[config.mk]
export PLATFORM = sky130hd
export DESIGN_NAME = ast_tx
export DESIGN_NICKNAME = d
export VERILOG_FILES = /design/src/inc/ast_pkg.sv /design/src/core/ast_tx.sv
export SDC_FILE = /design/constraint.sdc
export NUM_CORES = 1
export LEC_CHECK = 0
export BUFFER_PORTS_ARGS = -buffer_cell sky130_fd_sc_hd__buf_2
export CAP_MARGIN = 20
export CORE_UTILIZATION = 40
export CTS_BUF_LIST = sky130_fd_sc_hd__clkbuf_8
export CTS_CLUSTER_DIAMETER = 120
export DETAILED_ROUTE_END_ITERATION = 8
export PLACE_DENSITY = 0.67
export SKIP_LAST_GASP = 1
export SYNTH_ARGS = -nofsm -noshare
export SYNTH_HDL_FRONTEND = slang
export SYNTH_SLANG_ARGS = --single-unit
[constraint.sdc]
create_clock -name pclk -period 2.45 [get_ports pclk]
set_input_delay 0.49 -clock pclk [delete_from_list [all_inputs] [get_ports pclk]]
set_output_delay 0.49 -clock pclk [all_outputs]
set_load 0.05 [all_outputs]
[src/inc/ast_pkg.sv]
package ast_pkg;
   // ==========================================
   // Register map (word aligned byte offsets)
   localparam logic [7:0] ADDR_MODE = 8'h00;
   localparam logic [7:0] ADDR_TXCFG = 8'h04;
   localparam logic [7:0] ADDR_CMD = 8'h08;
   localparam logic [7:0] ADDR_DATA = 8'h0C;
   localparam logic [7:0] ADDR_STAT0 = 8'h10;
   localparam logic [7:0] ADDR_STAT1 = 8'h14;
   localparam logic [7:0] ADDR_INTEN = 8'h18;
   // ==========================================
   // Mode register fields
   localparam int MODE_CLK_LSB = 0;
   localparam int MODE_PAR_EN = 2;
   localparam int MODE_PAR_EVEN = 3;
   localparam int MODE_STOP2 = 4;
   // Transmitter configuration fields
   localparam int TX_EN = 0;
   localparam int TX_RTS = 1;
   localparam int TX_DTR = 2;
   localparam int TX_AUTO = 3;
   localparam int TX_BREAK = 4;
   localparam int TX_LEN_LSB = 5;
   // Interrupt enable fields
   localparam int IE_TX = 0;
   localparam int IE_EXT = 1;
   // Status bits
   localparam int ST0_TBE = 0;
   localparam int ST0_DCD = 1;
   localparam int ST0_CTS = 2;
   localparam int ST0_SYNC = 3;
   localparam int ST0_EXT_IP = 4;
   localparam int ST0_TX_IP = 5;
   localparam int ST1_ALL_SENT = 0;
   // Commands
   localparam logic [2:0] CMD_RST_EXT = 3'h2;
   localparam logic [2:0] CMD_RST_TXIP = 3'h5;
   // Clock modes and bit-time divisors
   localparam logic [1:0] CLK_X1 = 2'h0;
   localparam logic [1:0] CLK_X16 = 2'h1;
   localparam logic [1:0] CLK_X32 = 2'h2;
   localparam logic [7:0] DIV_X1 = 8'h01;
   localparam logic [7:0] DIV_X16 = 8'h10;
   localparam logic [7:0] DIV_X32 = 8'h20;
   localparam logic [7:0] DIV_X64 = 8'h40;
   // Glitch filter: minimum qualifying pulse width
   localparam int MIN_PULSE_NS = 200;
   localparam int CLK_PERIOD_NS = 10;
   localparam int MIN_PULSE_CYC = (MIN_PULSE_NS + CLK_PERIOD_NS - 1) / CLK_PERIOD_NS;
   typedef enum logic [2:0] {
      AST_IDLE,
      AST_START,
      AST_DATA,
      AST_PARITY,
      AST_STOP,
      AST_TAIL
   } ast_state_e;
endpackage : ast_pkg

[src/core/ast_tx.sv]
// The implementer's own choices: the address map and the APB register port.
module ast_tx (
   input wire logic pclk,
   input wire logic presetn,
   input wire logic psel,
   input wire logic penable,
   input wire logic pwrite,
   input wire logic [7:0] paddr,
   input wire logic [31:0] pwdata,
   output logic [31:0] prdata,
   output logic pready,
   output logic pslverr,
   input wire logic transmit_shift_clock,
   input wire logic cts_n,
   input wire logic dcd_n,
   input wire logic sync_in,
   output logic txd,
   output logic rts_n,
   output logic dtr_n,
   output logic irq_tx,
   output logic irq_ext
);
   // ==========================================
   // Register bus
   logic [7:0] mode_ff;
   logic [7:0] txcfg_ff;
   logic [1:0] inten_ff;
   logic [7:0] buf_ff;
   logic buf_full_ff;
   logic tbe_ff;
   logic txip_ff;
   logic armed_ff;
   logic extip_ff;
   logic [2:0] ext_latch_ff;
   logic all_sent_ff;
   logic rts_pin_ff;
   logic wr;
   logic rd;
   logic wr_data;
   logic wr_cmd;
   logic load;
   logic [31:0] nxt_prdata;

   assign wr = psel && penable && pwrite;
   assign rd = psel && penable && !pwrite;
   assign wr_data = wr && (paddr == ast_pkg::ADDR_DATA);
   assign wr_cmd = wr && (paddr == ast_pkg::ADDR_CMD);
   assign pready = 1'b1;
   assign pslverr = 1'b0;

   always_ff @(posedge pclk or negedge presetn) begin
      if (!presetn) begin
         mode_ff <= 8'h00;
         txcfg_ff <= 8'h00;
         inten_ff <= 2'h0;
      end else if (wr) begin
         case (paddr)
            ast_pkg::ADDR_MODE: mode_ff <= pwdata[7:0];
            ast_pkg::ADDR_TXCFG: txcfg_ff <= pwdata[7:0];
            ast_pkg::ADDR_INTEN: inten_ff <= pwdata[1:0];
            default: begin
            end
         endcase
      end
   end

   // ==========================================
   // Input qualification
   logic [2:0] pins;
   logic [2:0] filt_ff;
   logic [2:0] cand_ff;
   logic [7:0] cnt_ff [3];
   logic [2:0] chg;
   assign pins = {sync_in, cts_n, dcd_n};

   genvar gi;
   generate
      for (gi = 0; gi < 3; gi++) begin : g_filt
         always_ff @(posedge pclk or negedge presetn) begin
            if (!presetn) begin
               cand_ff[gi] <= 1'b1;
               filt_ff[gi] <= 1'b1;
               cnt_ff[gi] <= 8'h00;
            end else if (pins[gi] != cand_ff[gi]) begin
               cand_ff[gi] <= pins[gi];
               cnt_ff[gi] <= 8'h00;
            end else if (cand_ff[gi] != filt_ff[gi]) begin
               if (cnt_ff[gi] >= 8'(ast_pkg::MIN_PULSE_CYC)) begin
                  filt_ff[gi] <= cand_ff[gi];
               end else begin
                  cnt_ff[gi] <= cnt_ff[gi] + 8'h01;
               end
            end
         end
         assign chg[gi] = (cand_ff[gi] != filt_ff[gi]) && (cnt_ff[gi] >= 8'(ast_pkg::MIN_PULSE_CYC));
      end
   endgenerate

   // Latches freeze after an event so software sees the state that caused it
   always_ff @(posedge pclk or negedge presetn) begin
      if (!presetn) begin
         extip_ff <= 1'b0;
         armed_ff <= 1'b1;
         ext_latch_ff <= 3'h7;
      end else if (armed_ff && inten_ff[ast_pkg::IE_EXT] && (chg != 3'h0)) begin
         extip_ff <= 1'b1;
         armed_ff <= 1'b0;
         ext_latch_ff <= filt_ff ^ chg;
      end else if (wr_cmd && pwdata[2:0] == ast_pkg::CMD_RST_EXT) begin
         extip_ff <= 1'b0;
         armed_ff <= 1'b1;
      end else if (armed_ff) begin
         ext_latch_ff <= filt_ff;
      end
   end
   assign irq_ext = extip_ff;

   // ==========================================
   // Shift clock edge detection (sampled as synchronous input)
   logic tsc_ff;
   logic tsc_fall;
   always_ff @(posedge pclk or negedge presetn) begin
      if (!presetn) begin
         tsc_ff <= 1'b1;
      end else begin
         tsc_ff <= transmit_shift_clock;
      end
   end
   assign tsc_fall = tsc_ff && !transmit_shift_clock;

   logic [7:0] divisor;
   always_comb begin
      case (mode_ff[ast_pkg::MODE_CLK_LSB +: 2])
         ast_pkg::CLK_X1: divisor = ast_pkg::DIV_X1;
         ast_pkg::CLK_X16: divisor = ast_pkg::DIV_X16;
         ast_pkg::CLK_X32: divisor = ast_pkg::DIV_X32;
         default: divisor = ast_pkg::DIV_X64;
      endcase
   end

   // ==========================================
   // Transmit state machine
   ast_pkg::ast_state_e state_ff;
   logic [7:0] div_ff;
   logic [7:0] shift_ff;
   logic [3:0] bit_ff;
   logic [3:0] nbits_ff;
   logic par_ff;
   logic stop2_ff;
   logic txd_ff;
   logic bit_end;
   logic go;
   logic [3:0] char_len;
   logic [7:0] char_mask;
   logic [7:0] enc_data;
   logic [2:0] low5;

   assign bit_end = tsc_fall && (div_ff == divisor - 8'h01);
   assign go = txcfg_ff[ast_pkg::TX_EN] && buf_full_ff
      && (!txcfg_ff[ast_pkg::TX_AUTO] || !filt_ff[1]);
   assign char_len = {1'b0, txcfg_ff[ast_pkg::TX_LEN_LSB +: 3]} + 4'h1;
   assign char_mask = 8'(16'h00FF >> (4'h8 - char_len));

   // Short characters: data is masked to the character length, with no marker bits
   always_comb begin
      low5 = 3'h0;
      enc_data = buf_ff & char_mask;
      if (char_len <= 4'h5) begin
         for (int i = 7; i >= 0; i--) begin
            if (!buf_ff[i] && low5 == 3'h0 && i > 0) begin
               low5 = 3'(i);
            end
         end
         enc_data = buf_ff & char_mask;
      end
   end
   // A character may also start from the tail bit time, always on a shift clock fall
   assign load = ((state_ff == ast_pkg::AST_IDLE) || (state_ff == ast_pkg::AST_TAIL)) && go && tsc_fall;

   always_ff @(posedge pclk or negedge presetn) begin
      if (!presetn) begin
         state_ff <= ast_pkg::AST_IDLE;
         div_ff <= 8'h00;
         shift_ff <= 8'h00;
         bit_ff <= 4'h0;
         nbits_ff <= 4'h0;
         par_ff <= 1'b0;
         stop2_ff <= 1'b0;
         txd_ff <= 1'b1;
      end else begin
         if (tsc_fall) begin
            div_ff <= bit_end ? 8'h00 : div_ff + 8'h01;
         end
         case (state_ff)
            ast_pkg::AST_IDLE: begin
               txd_ff <= 1'b1;
               if (load) begin
                  shift_ff <= enc_data;
                  nbits_ff <= char_len;
                  par_ff <= ^enc_data ^ !mode_ff[ast_pkg::MODE_PAR_EVEN];
                  stop2_ff <= mode_ff[ast_pkg::MODE_STOP2];
                  div_ff <= 8'h00;
                  txd_ff <= 1'b0;
                  state_ff <= ast_pkg::AST_START;
               end
            end
            ast_pkg::AST_START: if (bit_end) begin
               txd_ff <= shift_ff[0];
               shift_ff <= shift_ff >> 1;
               bit_ff <= 4'h1;
               state_ff <= ast_pkg::AST_DATA;
            end
            ast_pkg::AST_DATA: if (bit_end) begin
               if (bit_ff < nbits_ff) begin
                  txd_ff <= shift_ff[0];
                  shift_ff <= shift_ff >> 1;
                  bit_ff <= bit_ff + 4'h1;
               end else if (mode_ff[ast_pkg::MODE_PAR_EN]) begin
                  txd_ff <= par_ff;
                  state_ff <= ast_pkg::AST_PARITY;
               end else begin
                  txd_ff <= 1'b1;
                  bit_ff <= 4'h0;
                  state_ff <= ast_pkg::AST_STOP;
               end
            end
            ast_pkg::AST_PARITY: if (bit_end) begin
               txd_ff <= 1'b1;
               bit_ff <= 4'h0;
               state_ff <= ast_pkg::AST_STOP;
            end
            ast_pkg::AST_STOP: if (bit_end) begin
               if (stop2_ff && bit_ff == 4'h0) begin
                  bit_ff <= 4'h1;
               end else if (go) begin
                  // Back-to-back: the start bit follows the last stop bit on the same fall
                  shift_ff <= enc_data;
                  nbits_ff <= char_len;
                  par_ff <= ^enc_data ^ !mode_ff[ast_pkg::MODE_PAR_EVEN];
                  stop2_ff <= mode_ff[ast_pkg::MODE_STOP2];
                  txd_ff <= 1'b0;
                  state_ff <= ast_pkg::AST_START;
               end else begin
                  state_ff <= ast_pkg::AST_TAIL;
               end
            end
            ast_pkg::AST_TAIL: begin
               // One idle bit time for all-sent, unless a late character arrives
               if (load) begin
                  shift_ff <= enc_data;
                  nbits_ff <= char_len;
                  par_ff <= ^enc_data ^ !mode_ff[ast_pkg::MODE_PAR_EVEN];
                  stop2_ff <= mode_ff[ast_pkg::MODE_STOP2];
                  div_ff <= 8'h00;
                  txd_ff <= 1'b0;
                  state_ff <= ast_pkg::AST_START;
               end else if (bit_end) begin
                  state_ff <= ast_pkg::AST_IDLE;
               end
            end
            default: state_ff <= ast_pkg::AST_IDLE;
         endcase
      end
   end

   logic take;
   logic stop_last;
   // Last stop bit ends here; a waiting character is taken on that same fall
   assign stop_last = (state_ff == ast_pkg::AST_STOP) && bit_end && !(stop2_ff && bit_ff == 4'h0);
   assign take = load || (stop_last && go);
   assign txd = txcfg_ff[ast_pkg::TX_BREAK] ? 1'b0 : txd_ff;

   // ==========================================
   // Buffer and status flags (a take wins over a buffer write or command in the same cycle)
   always_ff @(posedge pclk or negedge presetn) begin
      if (!presetn) begin
         buf_ff <= 8'h00;
         buf_full_ff <= 1'b0;
         tbe_ff <= 1'b1;
         txip_ff <= 1'b0;
      end else begin
         if (wr_data) begin
            buf_ff <= pwdata[7:0];
         end
         if (take) begin
            buf_full_ff <= 1'b0;
            tbe_ff <= 1'b1;
            txip_ff <= inten_ff[ast_pkg::IE_TX];
         end else if (wr_data) begin
            buf_full_ff <= 1'b1;
            tbe_ff <= 1'b0;
            txip_ff <= 1'b0;
         end else if (wr_cmd && pwdata[2:0] == ast_pkg::CMD_RST_TXIP) begin
            txip_ff <= 1'b0;
         end
      end
   end
   // The request line is gated by its enable; the pending bit in status is set only while enabled
   assign irq_tx = txip_ff && inten_ff[ast_pkg::IE_TX];

   always_ff @(posedge pclk or negedge presetn) begin
      if (!presetn) begin
         all_sent_ff <= 1'b1;
         rts_pin_ff <= 1'b1;
      end else begin
         if (take || buf_full_ff) begin
            all_sent_ff <= 1'b0;
         end else if (state_ff == ast_pkg::AST_TAIL && bit_end) begin
            all_sent_ff <= 1'b1;
         end
         if (txcfg_ff[ast_pkg::TX_RTS]) begin
            rts_pin_ff <= 1'b0;
         end else if (all_sent_ff || (state_ff == ast_pkg::AST_TAIL && bit_end && !buf_full_ff)) begin
            rts_pin_ff <= 1'b1;
         end
      end
   end
   assign rts_n = txcfg_ff[ast_pkg::TX_RTS] ? 1'b0 : rts_pin_ff;
   assign dtr_n = !txcfg_ff[ast_pkg::TX_DTR];

   // ==========================================
   // Read mux
   always_comb begin
      nxt_prdata = 32'h0000_0000;
      case (paddr)
         ast_pkg::ADDR_MODE: nxt_prdata[7:0] = mode_ff;
         ast_pkg::ADDR_TXCFG: nxt_prdata[7:0] = txcfg_ff;
         ast_pkg::ADDR_DATA: nxt_prdata[7:0] = buf_ff;
         ast_pkg::ADDR_INTEN: nxt_prdata[1:0] = inten_ff;
         ast_pkg::ADDR_STAT0: begin
            nxt_prdata[ast_pkg::ST0_TBE] = tbe_ff;
            nxt_prdata[ast_pkg::ST0_SYNC:ast_pkg::ST0_DCD] = ext_latch_ff;
            nxt_prdata[ast_pkg::ST0_EXT_IP] = extip_ff;
            nxt_prdata[ast_pkg::ST0_TX_IP] = txip_ff;
         end
         ast_pkg::ADDR_STAT1: nxt_prdata[ast_pkg::ST1_ALL_SENT] = all_sent_ff;
         default: nxt_prdata = 32'h0000_0000;
      endcase
   end
   always_ff @(posedge pclk or negedge presetn) begin
      if (!presetn) begin
         prdata <= 32'h0000_0000;
      end else if (psel && !penable && !pwrite) begin
         prdata <= nxt_prdata;
      end
   end
   logic unused_rd;
   assign unused_rd = rd ^ (|low5);
endmodule : ast_tx

==> flow_summary.toml, run 1 <==
[route]
drt_iter0_drc = 159
drt-vias-per-instance = 5.18
antenna_left = 0
routed_wirelength_mm = 11.8
routed-via-count = 4171
route.detailed.drc = 0
first_pass_iters = 6
wl_per_cell_um = 14.7

[floorplan]
initial_core_util_pct = 41.2
die_w_um = 122
ios = 88
core_um2 = 13900
placementRows = 43
die-area_um2 = 14800
die_y_um = 122

[sta]
post-route-period-util_pct = 96.7
drv_slew = 0
fmax_mhz = 422
setup_viol = 0
fin_crit_ps = 2370
fin_skew_ps = 10.0
rsz0062_at_grt = "true"
hold_viol = 0

[synth]
yosys.area.top_type_share_pct = 39.2
yosysSeqAreaShare_pct = 46.1
yosysMostFrequentCell = "dfrtp_1"
synth.cell_area_um2 = 5740
synth_top_area_cell = "dfrtp_1"
ys_top_cells_by_area = "dfrtp_1 (39%), dfstp_2 (6.9%), mux2_2 (6.3%)"
syn_inst = 565
yosys_warnings = 0
synth-adder-area-share_pct = 3.27
synth-edff-count = 0
syn_avg_cell_area_um2 = 10.2
yosys.area_share.simple_pct = 15.5
synth_top_flop_cell = "dfrtp_1"
async_flop_share_pct = 100
synth-seq-cells = 105
synth-xor-area-share_pct = 5.43
synth_compound_area_share_pct = 12.2
synth_mux_area_share_pct = 11.0
synth.distinct_cells = 58
synth_top_family_by_area = "simple AND/OR/NAND/NOR gates"
synth_common_cells = "dfrtp_1 (90), nand2_1 (53), nor2_1 (50)"

[critical_path]
timing.rr.start = "txcfg_ff[5]$_DFFE_PN0P_"
r2r_slack_ps = 80
cp_slowest_cell = "dfrtp_1"
crit_required_ps = 2720
path_cells = "inv_1 -> ha_1 -> or2_2 -> a21oi_1 -> o21ai_1 -> o211a_1 -> xnor2_1 -> xnor2_1 -> mux2_2"
worst_setup_path_end_kind = "flop"
worst_r2r_endpoint = "par_ff$_DFFE_PN0P_"
cp_common_cell = "xnor2_1"
max_stage_delay_ps = 420
reg2regPathDepth = 9
startpoint_type = "flop"
worstPathArrival_ps = 2640
critical_path_class = "reg -> reg"
crit_fanout = 5

[grt]
grt_antenna_before_repair = 0
grt_pass1_vias = 4090
grt_max_degree = 40
grt_pass1_wl_mm = 19.8
grt_overflow = 0
grt_use_total_pct = 17.1

[power]
p_leak_uw = 0.00304
vdd_drop_max_v = 0.000399
powerDensity_nw_per_um2 = 699
power_uw = 4470

[clock_network]
postCtsSetupBuffers = 0
cts_sinks = 105
worstSkewPairLatency_ps = 380
clk_pin_slew_worst_paths_ps = 100
cts_buffers = 9
cts_max_path_buffers = 2
cts_root_buf = "clkbuf_8"
htree_num_levels = 3
cts_tree = "built"

[final_layout]
area_growth_pct = 11.4
antenna_cells = 0
final_cells = 805
nets = 684
final_layout_size_suffix_gt1_share_pct = 23.4

[status]
status = "completed"

[placed_design]
gp_congestion = 0.861
dp_cells = 789
io_buffer_count = 37
dp_hpwl_mm = 8.90

[min_path]
hp-class = "in -> async"

[job]
drv_cap = 0
-- critical path, delay by kind of cell (launching register included) --
kind                       cells  cell delay (ps)
buffers and inverters          1              100
muxes                          1              260
xor gates and xnor gates       2              300
adders and majority gates      1              380
DFF                            1              420
and+or+nand+nor                1              300
AOI/OAI and AO/OA              3              500
-- final cells by class --
class                      instances  area [um^2]
clock buffer                       9          124
clock inverter                     7         76.3
fill                            1291         7540
inverter                          23         86.3
multi-input combinational        417         2830
sequential                       105         2650
tap                              180          225
timing repair buffer              64          403
-- stage by stage --
stage / util, % / instance area [um^2] / setup TNS [ps] / setup slack, ps / hold WS (ps)
2_1_floorplan: - / 5830 / 0 / 229 / 194
3_3_place_gp: 44.3 / 6180 / 0 / 17.8 / 445
3_5_place_dp: 44.3 / 6180 / -555 / -65.2 / 445
4_1_cts: 45.8 / 6380 / 0 / 33.7 / 44.7
5_1_grt: 45.9 / 6390 / -32.8 / -32.8 / 58.4
6_report: 45.9 / 6390 / 0 / 81.5 / 35.4
-- cell usage in the layout (no fill, tap or decap), types with 8 or more instances in the layout --
cell       n
inv_1     24
dfstp_2   15
conb_1    26
a21oi_1   23
nand2_1   53
xor2_1    18
buf_2     36
mux2_4     8
ha_1      15
nor3_1     9
and2_1    14
o21ai_0   34
clkbuf_8   9
mux2i_1   15
nor2_1    50
dfrtp_1   89
xnor2_1   15
buf_4     27
mux2_2    32
nand3_1   17
nand2b_1  11
-- metal layers --
metal | global-route usage, % | share of wire (%)
met5 | 0 | 0
met4 | 4.55 | 1.5
met3 | 4.26 | 4.3
met2 | 27.2 | 48
met1 | 23.1 | 46
-- state kept, by name (all words and copies together) (netlist names), 3 cells and up --
name          cells
div_ff            8
shift_ff          8
filt_ff           3
bit_ff            4
ext_latch_ff      3
cnt_ff           24
txcfg_ff          8
mode_ff           8
prdata            8
cand_ff           3
state_ff          3
buf_ff            8
nbits_ff          4
-- power breakdown --
| part | internal, uW | switching (uW) |
|---|---|---|
| Sequential | 1880 | 149 |
| Clock | 486 | 629 |
| Combinational | 545 | 780 |
| Total | 2910 | 1560 |
-- timing repair --
item,in CTS,in global routing
hold buffers,0,0
endpoints found under the setup margin,0,11
gates resized for setup,0,7
-- cells by family (layout without fill, tap and decap cells) --
| group | after synthesis | after routing |
|---|---|---|
| xor gates and xnor gates | 34 | 34 |
| adders and majority gates | 15 | 15 |
| AOI/OAI and AO/OA | 103 | 103 |
| buffers and inverters | 67 | 103 |
| DFF | 105 | 105 |
| and+or+nand+nor | 184 | 184 |
| other | 2 | 26 |
| muxes | 55 | 55 |
-- how the worst max path moves through the flow --
stage	startpoint	to	slack [ps]	cells past startpoint
4_1_cts	txcfg_ff[6]$_DFFE_PN0P_	par_ff$_DFFE_PN0P_	30	9
6_report	txcfg_ff[5]$_DFFE_PN0P_	par_ff$_DFFE_PN0P_	80	9
3_3_place_gp	transmit_shift_clock	shift_ff[7]$_DFFE_PN0P_	20	7
3_5_place_dp	transmit_shift_clock	shift_ff[6]$_DFFE_PN0P_	-70	7
5_1_grt	txcfg_ff[5]$_DFFE_PN0P_	par_ff$_DFFE_PN0P_	-30	9
2_1_floorplan	txcfg_ff[5]$_DFFE_PN0P_	par_ff$_DFFE_PN0P_	230	9
Note: power is estimated with default switching activity, not from simulation.
==> run 2, diff against run 1 <==
--- a/config.mk
+++ b/config.mk
@@ -7,12 +7,14 @@
 export LEC_CHECK = 0
 export BUFFER_PORTS_ARGS = -buffer_cell sky130_fd_sc_hd__buf_2
 export CAP_MARGIN = 20
-export CORE_UTILIZATION = 40
+export CORE_UTILIZATION = 53
 export CTS_BUF_LIST = sky130_fd_sc_hd__clkbuf_8
 export CTS_CLUSTER_DIAMETER = 120
 export DETAILED_ROUTE_END_ITERATION = 8
-export PLACE_DENSITY = 0.67
+export PLACE_DENSITY = 0.82
+export RECOVER_POWER = 50
 export SKIP_LAST_GASP = 1
+export SLEW_MARGIN = 20
 export SYNTH_ARGS = -nofsm -noshare
 export SYNTH_HDL_FRONTEND = slang
 export SYNTH_SLANG_ARGS = --single-unit
==> flow_summary.toml, run 2 (same netlist as run 1, synthesis figures left out) <==
[final_layout]
final_cell_mix = "dfrtp_1 (89), nand2_1 (53), nor2_1 (50)"
fill_cells = 839
final_layout_size_suffix_gt1_share_pct = 22.0
final_common_cell = "dfrtp_1"
seqCellArea_um2 = 2650
area_growth_pct = 9.70
multi_input_area_um2 = 2840
largest_reg_flops = 24
antenna_cells = 0
largest-register = "cnt_ff"
nets = 681
final_cells = 758

[critical_path]
reg2regPathDepth = 9
critical_path_class = "reg -> reg"
startpoint_type = "flop"
timing.rr.start = "txcfg_ff[5]$_DFFE_PN0P_"
crit_fanout = 4
worst_r2r_endpoint = "par_ff$_DFFE_PN0P_"
r2r_slack_ps = 110
worstPathArrival_ps = 2610
max_stage_delay_ps = 410
worst_setup_path_end_kind = "flop"
path_cells = "inv_1 -> ha_1 -> nand2b_1 -> xnor3_1 -> a211oi_2 -> xor2_1 -> xnor2_2 -> xnor2_1 -> mux2_2"
crit_required_ps = 2730
cp_slowest_cell = "dfrtp_1"
path_delay_family = "XOR/XNOR gates"
path_buf_inv = 1

[grt]
grt_antenna_before_repair = 0
grt_pass1_vias = 4235
grt_pass1_wl_mm = 20.2
grt_max_degree = 46
grt_use_total_pct = 22.6
grt_overflow = 0

[sta]
setup_slack_ps = 112
setup_viol = 0
post-route-period-util_pct = 95.4
worst_slew_pin_slew_ps = 1130
slew_headroom_pct = 24.7
fmax_mhz = 428
drv_slew = 0
fin_skew_ps = 16.3
fin_crit_ps = 2340
hold_viol = 0

[placed_design]
dp_hpwl_mm = 8.90
post-place-ws_ps = -39.0
dp_cells = 740
gp_congestion = 0.861
io_buffer_count = 37

[min_path]
hold_path.startpoint = "transmit_shift_clock"
holdPathStages = 1
hp-class = "in -> reg"
hold_end = "tsc_ff$_DFF_PN1_"

[clock_network]
worstSkewPairLatency_ps = 380
cts_max_path_buffers = 2
cts_tree = "built"
cts_hold_buf = 0
clk_pin_slew_worst_paths_ps = 110
cts_sinks = 105
cts_buffers = 9
htree_num_levels = 3
cts_root_buf = "clkbuf_8"

[floorplan]
core_um2 = 10400
ios = 88
die-area_um2 = 11300
die_y_um = 106
placementRows = 37
initial_core_util_pct = 55.1
die_w_um = 106

[job]
drv_cap = 0

[status]
status = "completed"

[route]
route.detailed.drc = 0
first_pass_iters = 5
drt_iter0_drc = 233
antenna_left = 0
wl_per_cell_um = 15.8
routed_wirelength_mm = 12.0
drt-vias-per-instance = 5.63
routed-via-count = 4270

[power]
powerDensity_nw_per_um2 = 704
p_leak_uw = 0.00301
vdd_drop_max_v = 0.000478
[run 2: changes by cell type in the layout (fill, tap and decap cells not counted), sizes merged]
| cell | delta |
|---|---|
| buf | -11 |
| clkbuf | +8 |
| clkinv | +2 |
| bufinv | -1 |
| inv | -1 |
[run 2: how the worst max path moves through the flow]
stage	cells after the start	from	endpoint	slack, ps
5_1_grt	8	tsc_ff$_DFF_PN1_	state_ff[1]$_DFFE_PN0P_	-30
3_5_place_dp	9	transmit_shift_clock	state_ff[1]$_DFFE_PN0P_	-40
4_1_cts	9	txcfg_ff[6]$_DFFE_PN0P_	par_ff$_DFFE_PN0P_	2
3_3_place_gp	9	transmit_shift_clock	state_ff[1]$_DFFE_PN0P_	40
2_1_floorplan	9	txcfg_ff[5]$_DFFE_PN0P_	par_ff$_DFFE_PN0P_	230
6_report	9	txcfg_ff[5]$_DFFE_PN0P_	par_ff$_DFFE_PN0P_	110
[run 2: final cells by class]
cell class,instances,share of cell area (%)
inverters,23,1.37
clock buffers,9,1.97
flip-flops and latches,105,42.0
well taps,136,2.70
multi-input cells,417,45.0
repair buffers,61,5.76
clock inverters,7,1.11
[run 2: through the flow]
stage	utilization, %	instance area [um^2]	hold slack [ps]	power, uW	setup TNS [ps]
finish	60.5	6300	210	4440	0
global route	60.5	6300	210	4670	-45.3
CTS	60.4	6290	119	4440	0
detailed placement	58.5	6100	441	3380	-39.0
global placement	58.5	6100	428	3330	0
floorplan	-	5830	194	3030	0
[run 2: repair_timing]
action                                  CTS  global route
hold endpoints to repair                  0             0
buffers inserted                          0             2
endpoints found under the setup margin    0            16
gates resized for setup                   0             6
[run 2: routing by layer]
layer | up-vias | track usage (%) | routed length [um]
met4 | 0 | 6.94 | 197
met2 | 106 | 36.9 | 5860
met5 | - | 0 | 0
li1 | 2016 | - | -
met1 | 2127 | 30.7 | 5400
met3 | 21 | 4.23 | 489
[run 2: power breakdown]
group / internal, uW / switching [uW]
clock network: 400 / 669
registers: 1880 / 191
logic: 541 / 753
==> run 3, diff against run 2 <==
--- a/config.mk
+++ b/config.mk
@@ -5,13 +5,14 @@
 export SDC_FILE = /design/constraint.sdc
 export NUM_CORES = 1
 export LEC_CHECK = 0
+export ABC_AREA = 1
 export BUFFER_PORTS_ARGS = -buffer_cell sky130_fd_sc_hd__buf_2
 export CAP_MARGIN = 20
-export CORE_UTILIZATION = 53
+export CORE_UTILIZATION = 59
 export CTS_BUF_LIST = sky130_fd_sc_hd__clkbuf_8
 export CTS_CLUSTER_DIAMETER = 120
 export DETAILED_ROUTE_END_ITERATION = 8
-export PLACE_DENSITY = 0.82
+export PLACE_DENSITY = 0.89
 export RECOVER_POWER = 50
 export SKIP_LAST_GASP = 1
 export SLEW_MARGIN = 20
==> flow_summary.toml, run 3 <==
[status]
status = "completed"

[grt]
grt_antenna_before_repair = 0
grt_pass1_wl_mm = 21.7
grt_max_degree = 64
grt_use_total_pct = 27.3
grt_pass1_vias = 4789
grt_overflow = 0

[final_layout]
final_cell_mix = "nand2_1 (150), inv_1 (96), dfrtp_1 (88)"
seqCellArea_um2 = 2650
final_common_cell = "nand2_1"
multi_input_area_um2 = 2520
final_util_pct = 66.0
fill_cells = 737
final_layout_size_suffix_gt1_share_pct = 14.2
nets = 829
design_area_um2 = 6160
final_cells = 899
largest-register = "cnt_ff"
area_growth_pct = 7.23
antenna_cells = 0
largest_reg_flops = 24

[synth]
syn_inst = 726
synth.distinct_cells = 42
yosys_warnings = 0
synth_top_flop_cell = "dfrtp_1"
synth-seq-cells = 105
synth-edff-count = 0
async_flop_share_pct = 100
ys_top_cells_by_area = "dfrtp_1 (39%), nand2_1 (9.9%), dfstp_2 (6.9%)"
synth_common_cells = "nand2_1 (151), inv_1 (96), dfrtp_1 (90)"
syn_avg_cell_area_um2 = 7.91
synth.cell_area_um2 = 5740
yosysMostFrequentCell = "nand2_1"
yosys.area.top_type_share_pct = 39.2
synth_top_area_cell = "dfrtp_1"
yosysSeqAreaShare_pct = 46.1

[min_path]
holdPathStages = 1
hp-class = "in -> reg"

[critical_path]
crit_fanout = 13
path_cells = "inv_1 -> ha_1 -> nor2_1 -> nand4_1 -> nand2_2 -> nand2_1 -> inv_1 -> nand2_1 -> nand2_1 -> inv_1 -> nand2_1 -> nand3_1 -> nand3_1 -> nand2_1"
r2r_slack_ps = 160
reg2regPathDepth = 14
max_stage_delay_ps = 460
startpoint_type = "flop"
cp_common_cell = "nand2_1"
crit_required_ps = 2710
path_buf_inv = 3
critical_path_class = "reg -> reg"
path_delay_family = "simple AND/OR/NAND/NOR gates"
path_depth = 14
worstPathArrival_ps = 2540
cp_slowest_cell = "dfrtp_2"
worst_setup_path_end_kind = "flop"

[floorplan]
placementRows = 35
die_w_um = 101
ios = 88
core_um2 = 9330
die-area_um2 = 10100
die_y_um = 101
initial_core_util_pct = 61.6

[sta]
tns_ps = 0
hold_viol = 0
fmax_mhz = 437
setup_viol = 0
fin_skew_ps = 11.8
post-route-period-util_pct = 93.3
drv_slew = 0
fin_crit_ps = 2290
worst_slew_pin_slew_ps = 1030
rsz0062_at_grt = "false"
slew_headroom_pct = 31.2

[clock_network]
cts_buffers = 9
worstSkewPairLatency_ps = 360
htree_num_levels = 3
clk_pin_slew_worst_paths_ps = 110
cts_root_buf = "clkbuf_8"
cts_max_path_buffers = 2
cts_sinks = 105
cts_tree = "built"
postCtsSetupBuffers = 0

[route]
antenna_left = 0
first_pass_iters = 5
wl_per_cell_um = 14.3
drt-vias-per-instance = 5.55
drt_iter0_drc = 450
routed-via-count = 4986
route.detailed.drc = 0
routed_wirelength_mm = 12.9

[placed_design]
gp_congestion = 0.940
dp_cells = 883
place_area_um2 = 5980
dp_hpwl_mm = 9.71
io_buffer_count = 37

[power]
vdd_drop_max_v = 0.000433
powerDensity_nw_per_um2 = 706
p_leak_uw = 0.00301

[job]
drv_cap = 0
[run 3: what timing repair did]
item,in CTS,in global routing
hold buffers,0,0
endpoints found under the setup margin,0,1
gates resized for setup,0,3
[run 3: worst reg2reg max path: stages (launching register included)]
cell	delay, ps
dfrtp_2	460
inv_1	80
ha_1	320
nor2_1	180
nand4_1	120
nand2_2	210
nand2_1	150
inv_1	90
nand2_1	50
nand2_1	120
inv_1	90
nand2_1	80
nand3_1	70
nand3_1	100
nand2_1	50
[run 3: final timing paths]
check                                     endpoint                     from
min                               tsc_ff$_DFF_PN1_     transmit_shift_clock
max in group asynchronous  txcfg_ff[5]$_DFFE_PN0P_                  presetn
max reg2reg                     par_ff$_DFFE_PN0P_  txcfg_ff[6]$_DFFE_PN0P_
min reg2reg                 rts_pin_ff$_DFFE_PN1P_  txcfg_ff[1]$_DFFE_PN0P_
max                             par_ff$_DFFE_PN0P_  txcfg_ff[6]$_DFFE_PN0P_
min in group asynchronous   cnt_ff[19]$_DFFE_PN0P_                  presetn
[run 3: layer usage]
| metal | part of all wire (%) | track usage, % | up-vias |
|---|---|---|---|
| li1 | - | - | 2389 |
| met1 | 42 | 36.1 | 2332 |
| met2 | 48 | 44.5 | 221 |
| met3 | 6.7 | 4.30 | 44 |
| met4 | 3.0 | 12.7 | 0 |
| met5 | 0 | 0 | - |
[run 3: where the power goes]
| part | total (uW) | leakage (uW) | internal [uW] | switching [uW] |
|---|---|---|---|---|
| Sequential | 2060 | 0.00132 | 1920 | 132 |
| Combinational | 1230 | 0.00158 | 354 | 878 |
| Clock | 1060 | 0.000101 | 422 | 635 |
| Total | 4350 | 0.00301 | 2700 | 1650 |
[run 3: final cells by class]
type	instances	area share (%)
Inverter	113	6.91
Multi-Input combinational cell	495	40.9
Tap cell	129	2.62
Clock inverter	6	0.935
Sequential cell	105	43.0
Clock buffer	10	2.23
Timing Repair Buffer	41	3.41
[run 3: kinds of logic (layout without fill, tap and decap cells)]
logic type      count (synthesis)  after routing  share of synthesized area [%]
buf+inv                       150            170                           11.7
simple gates                  302            302                           23.4
other cells                     2             26                          0.131
xor+xnor                        7              7                           1.07
compound gates                145            145                           14.4
flops                         105            105                           46.1
fa+ha+maj                      15             15                           3.27
[run 3: through the flow]
step	power, uW	setup slack, ps	hold slack, ps
after floorplan	3090	540	194
after global placement	3250	273	446
after detailed placement	3320	128	448
after CTS	4360	43.0	109
after global routing	4600	15.4	198
final	4350	164	220
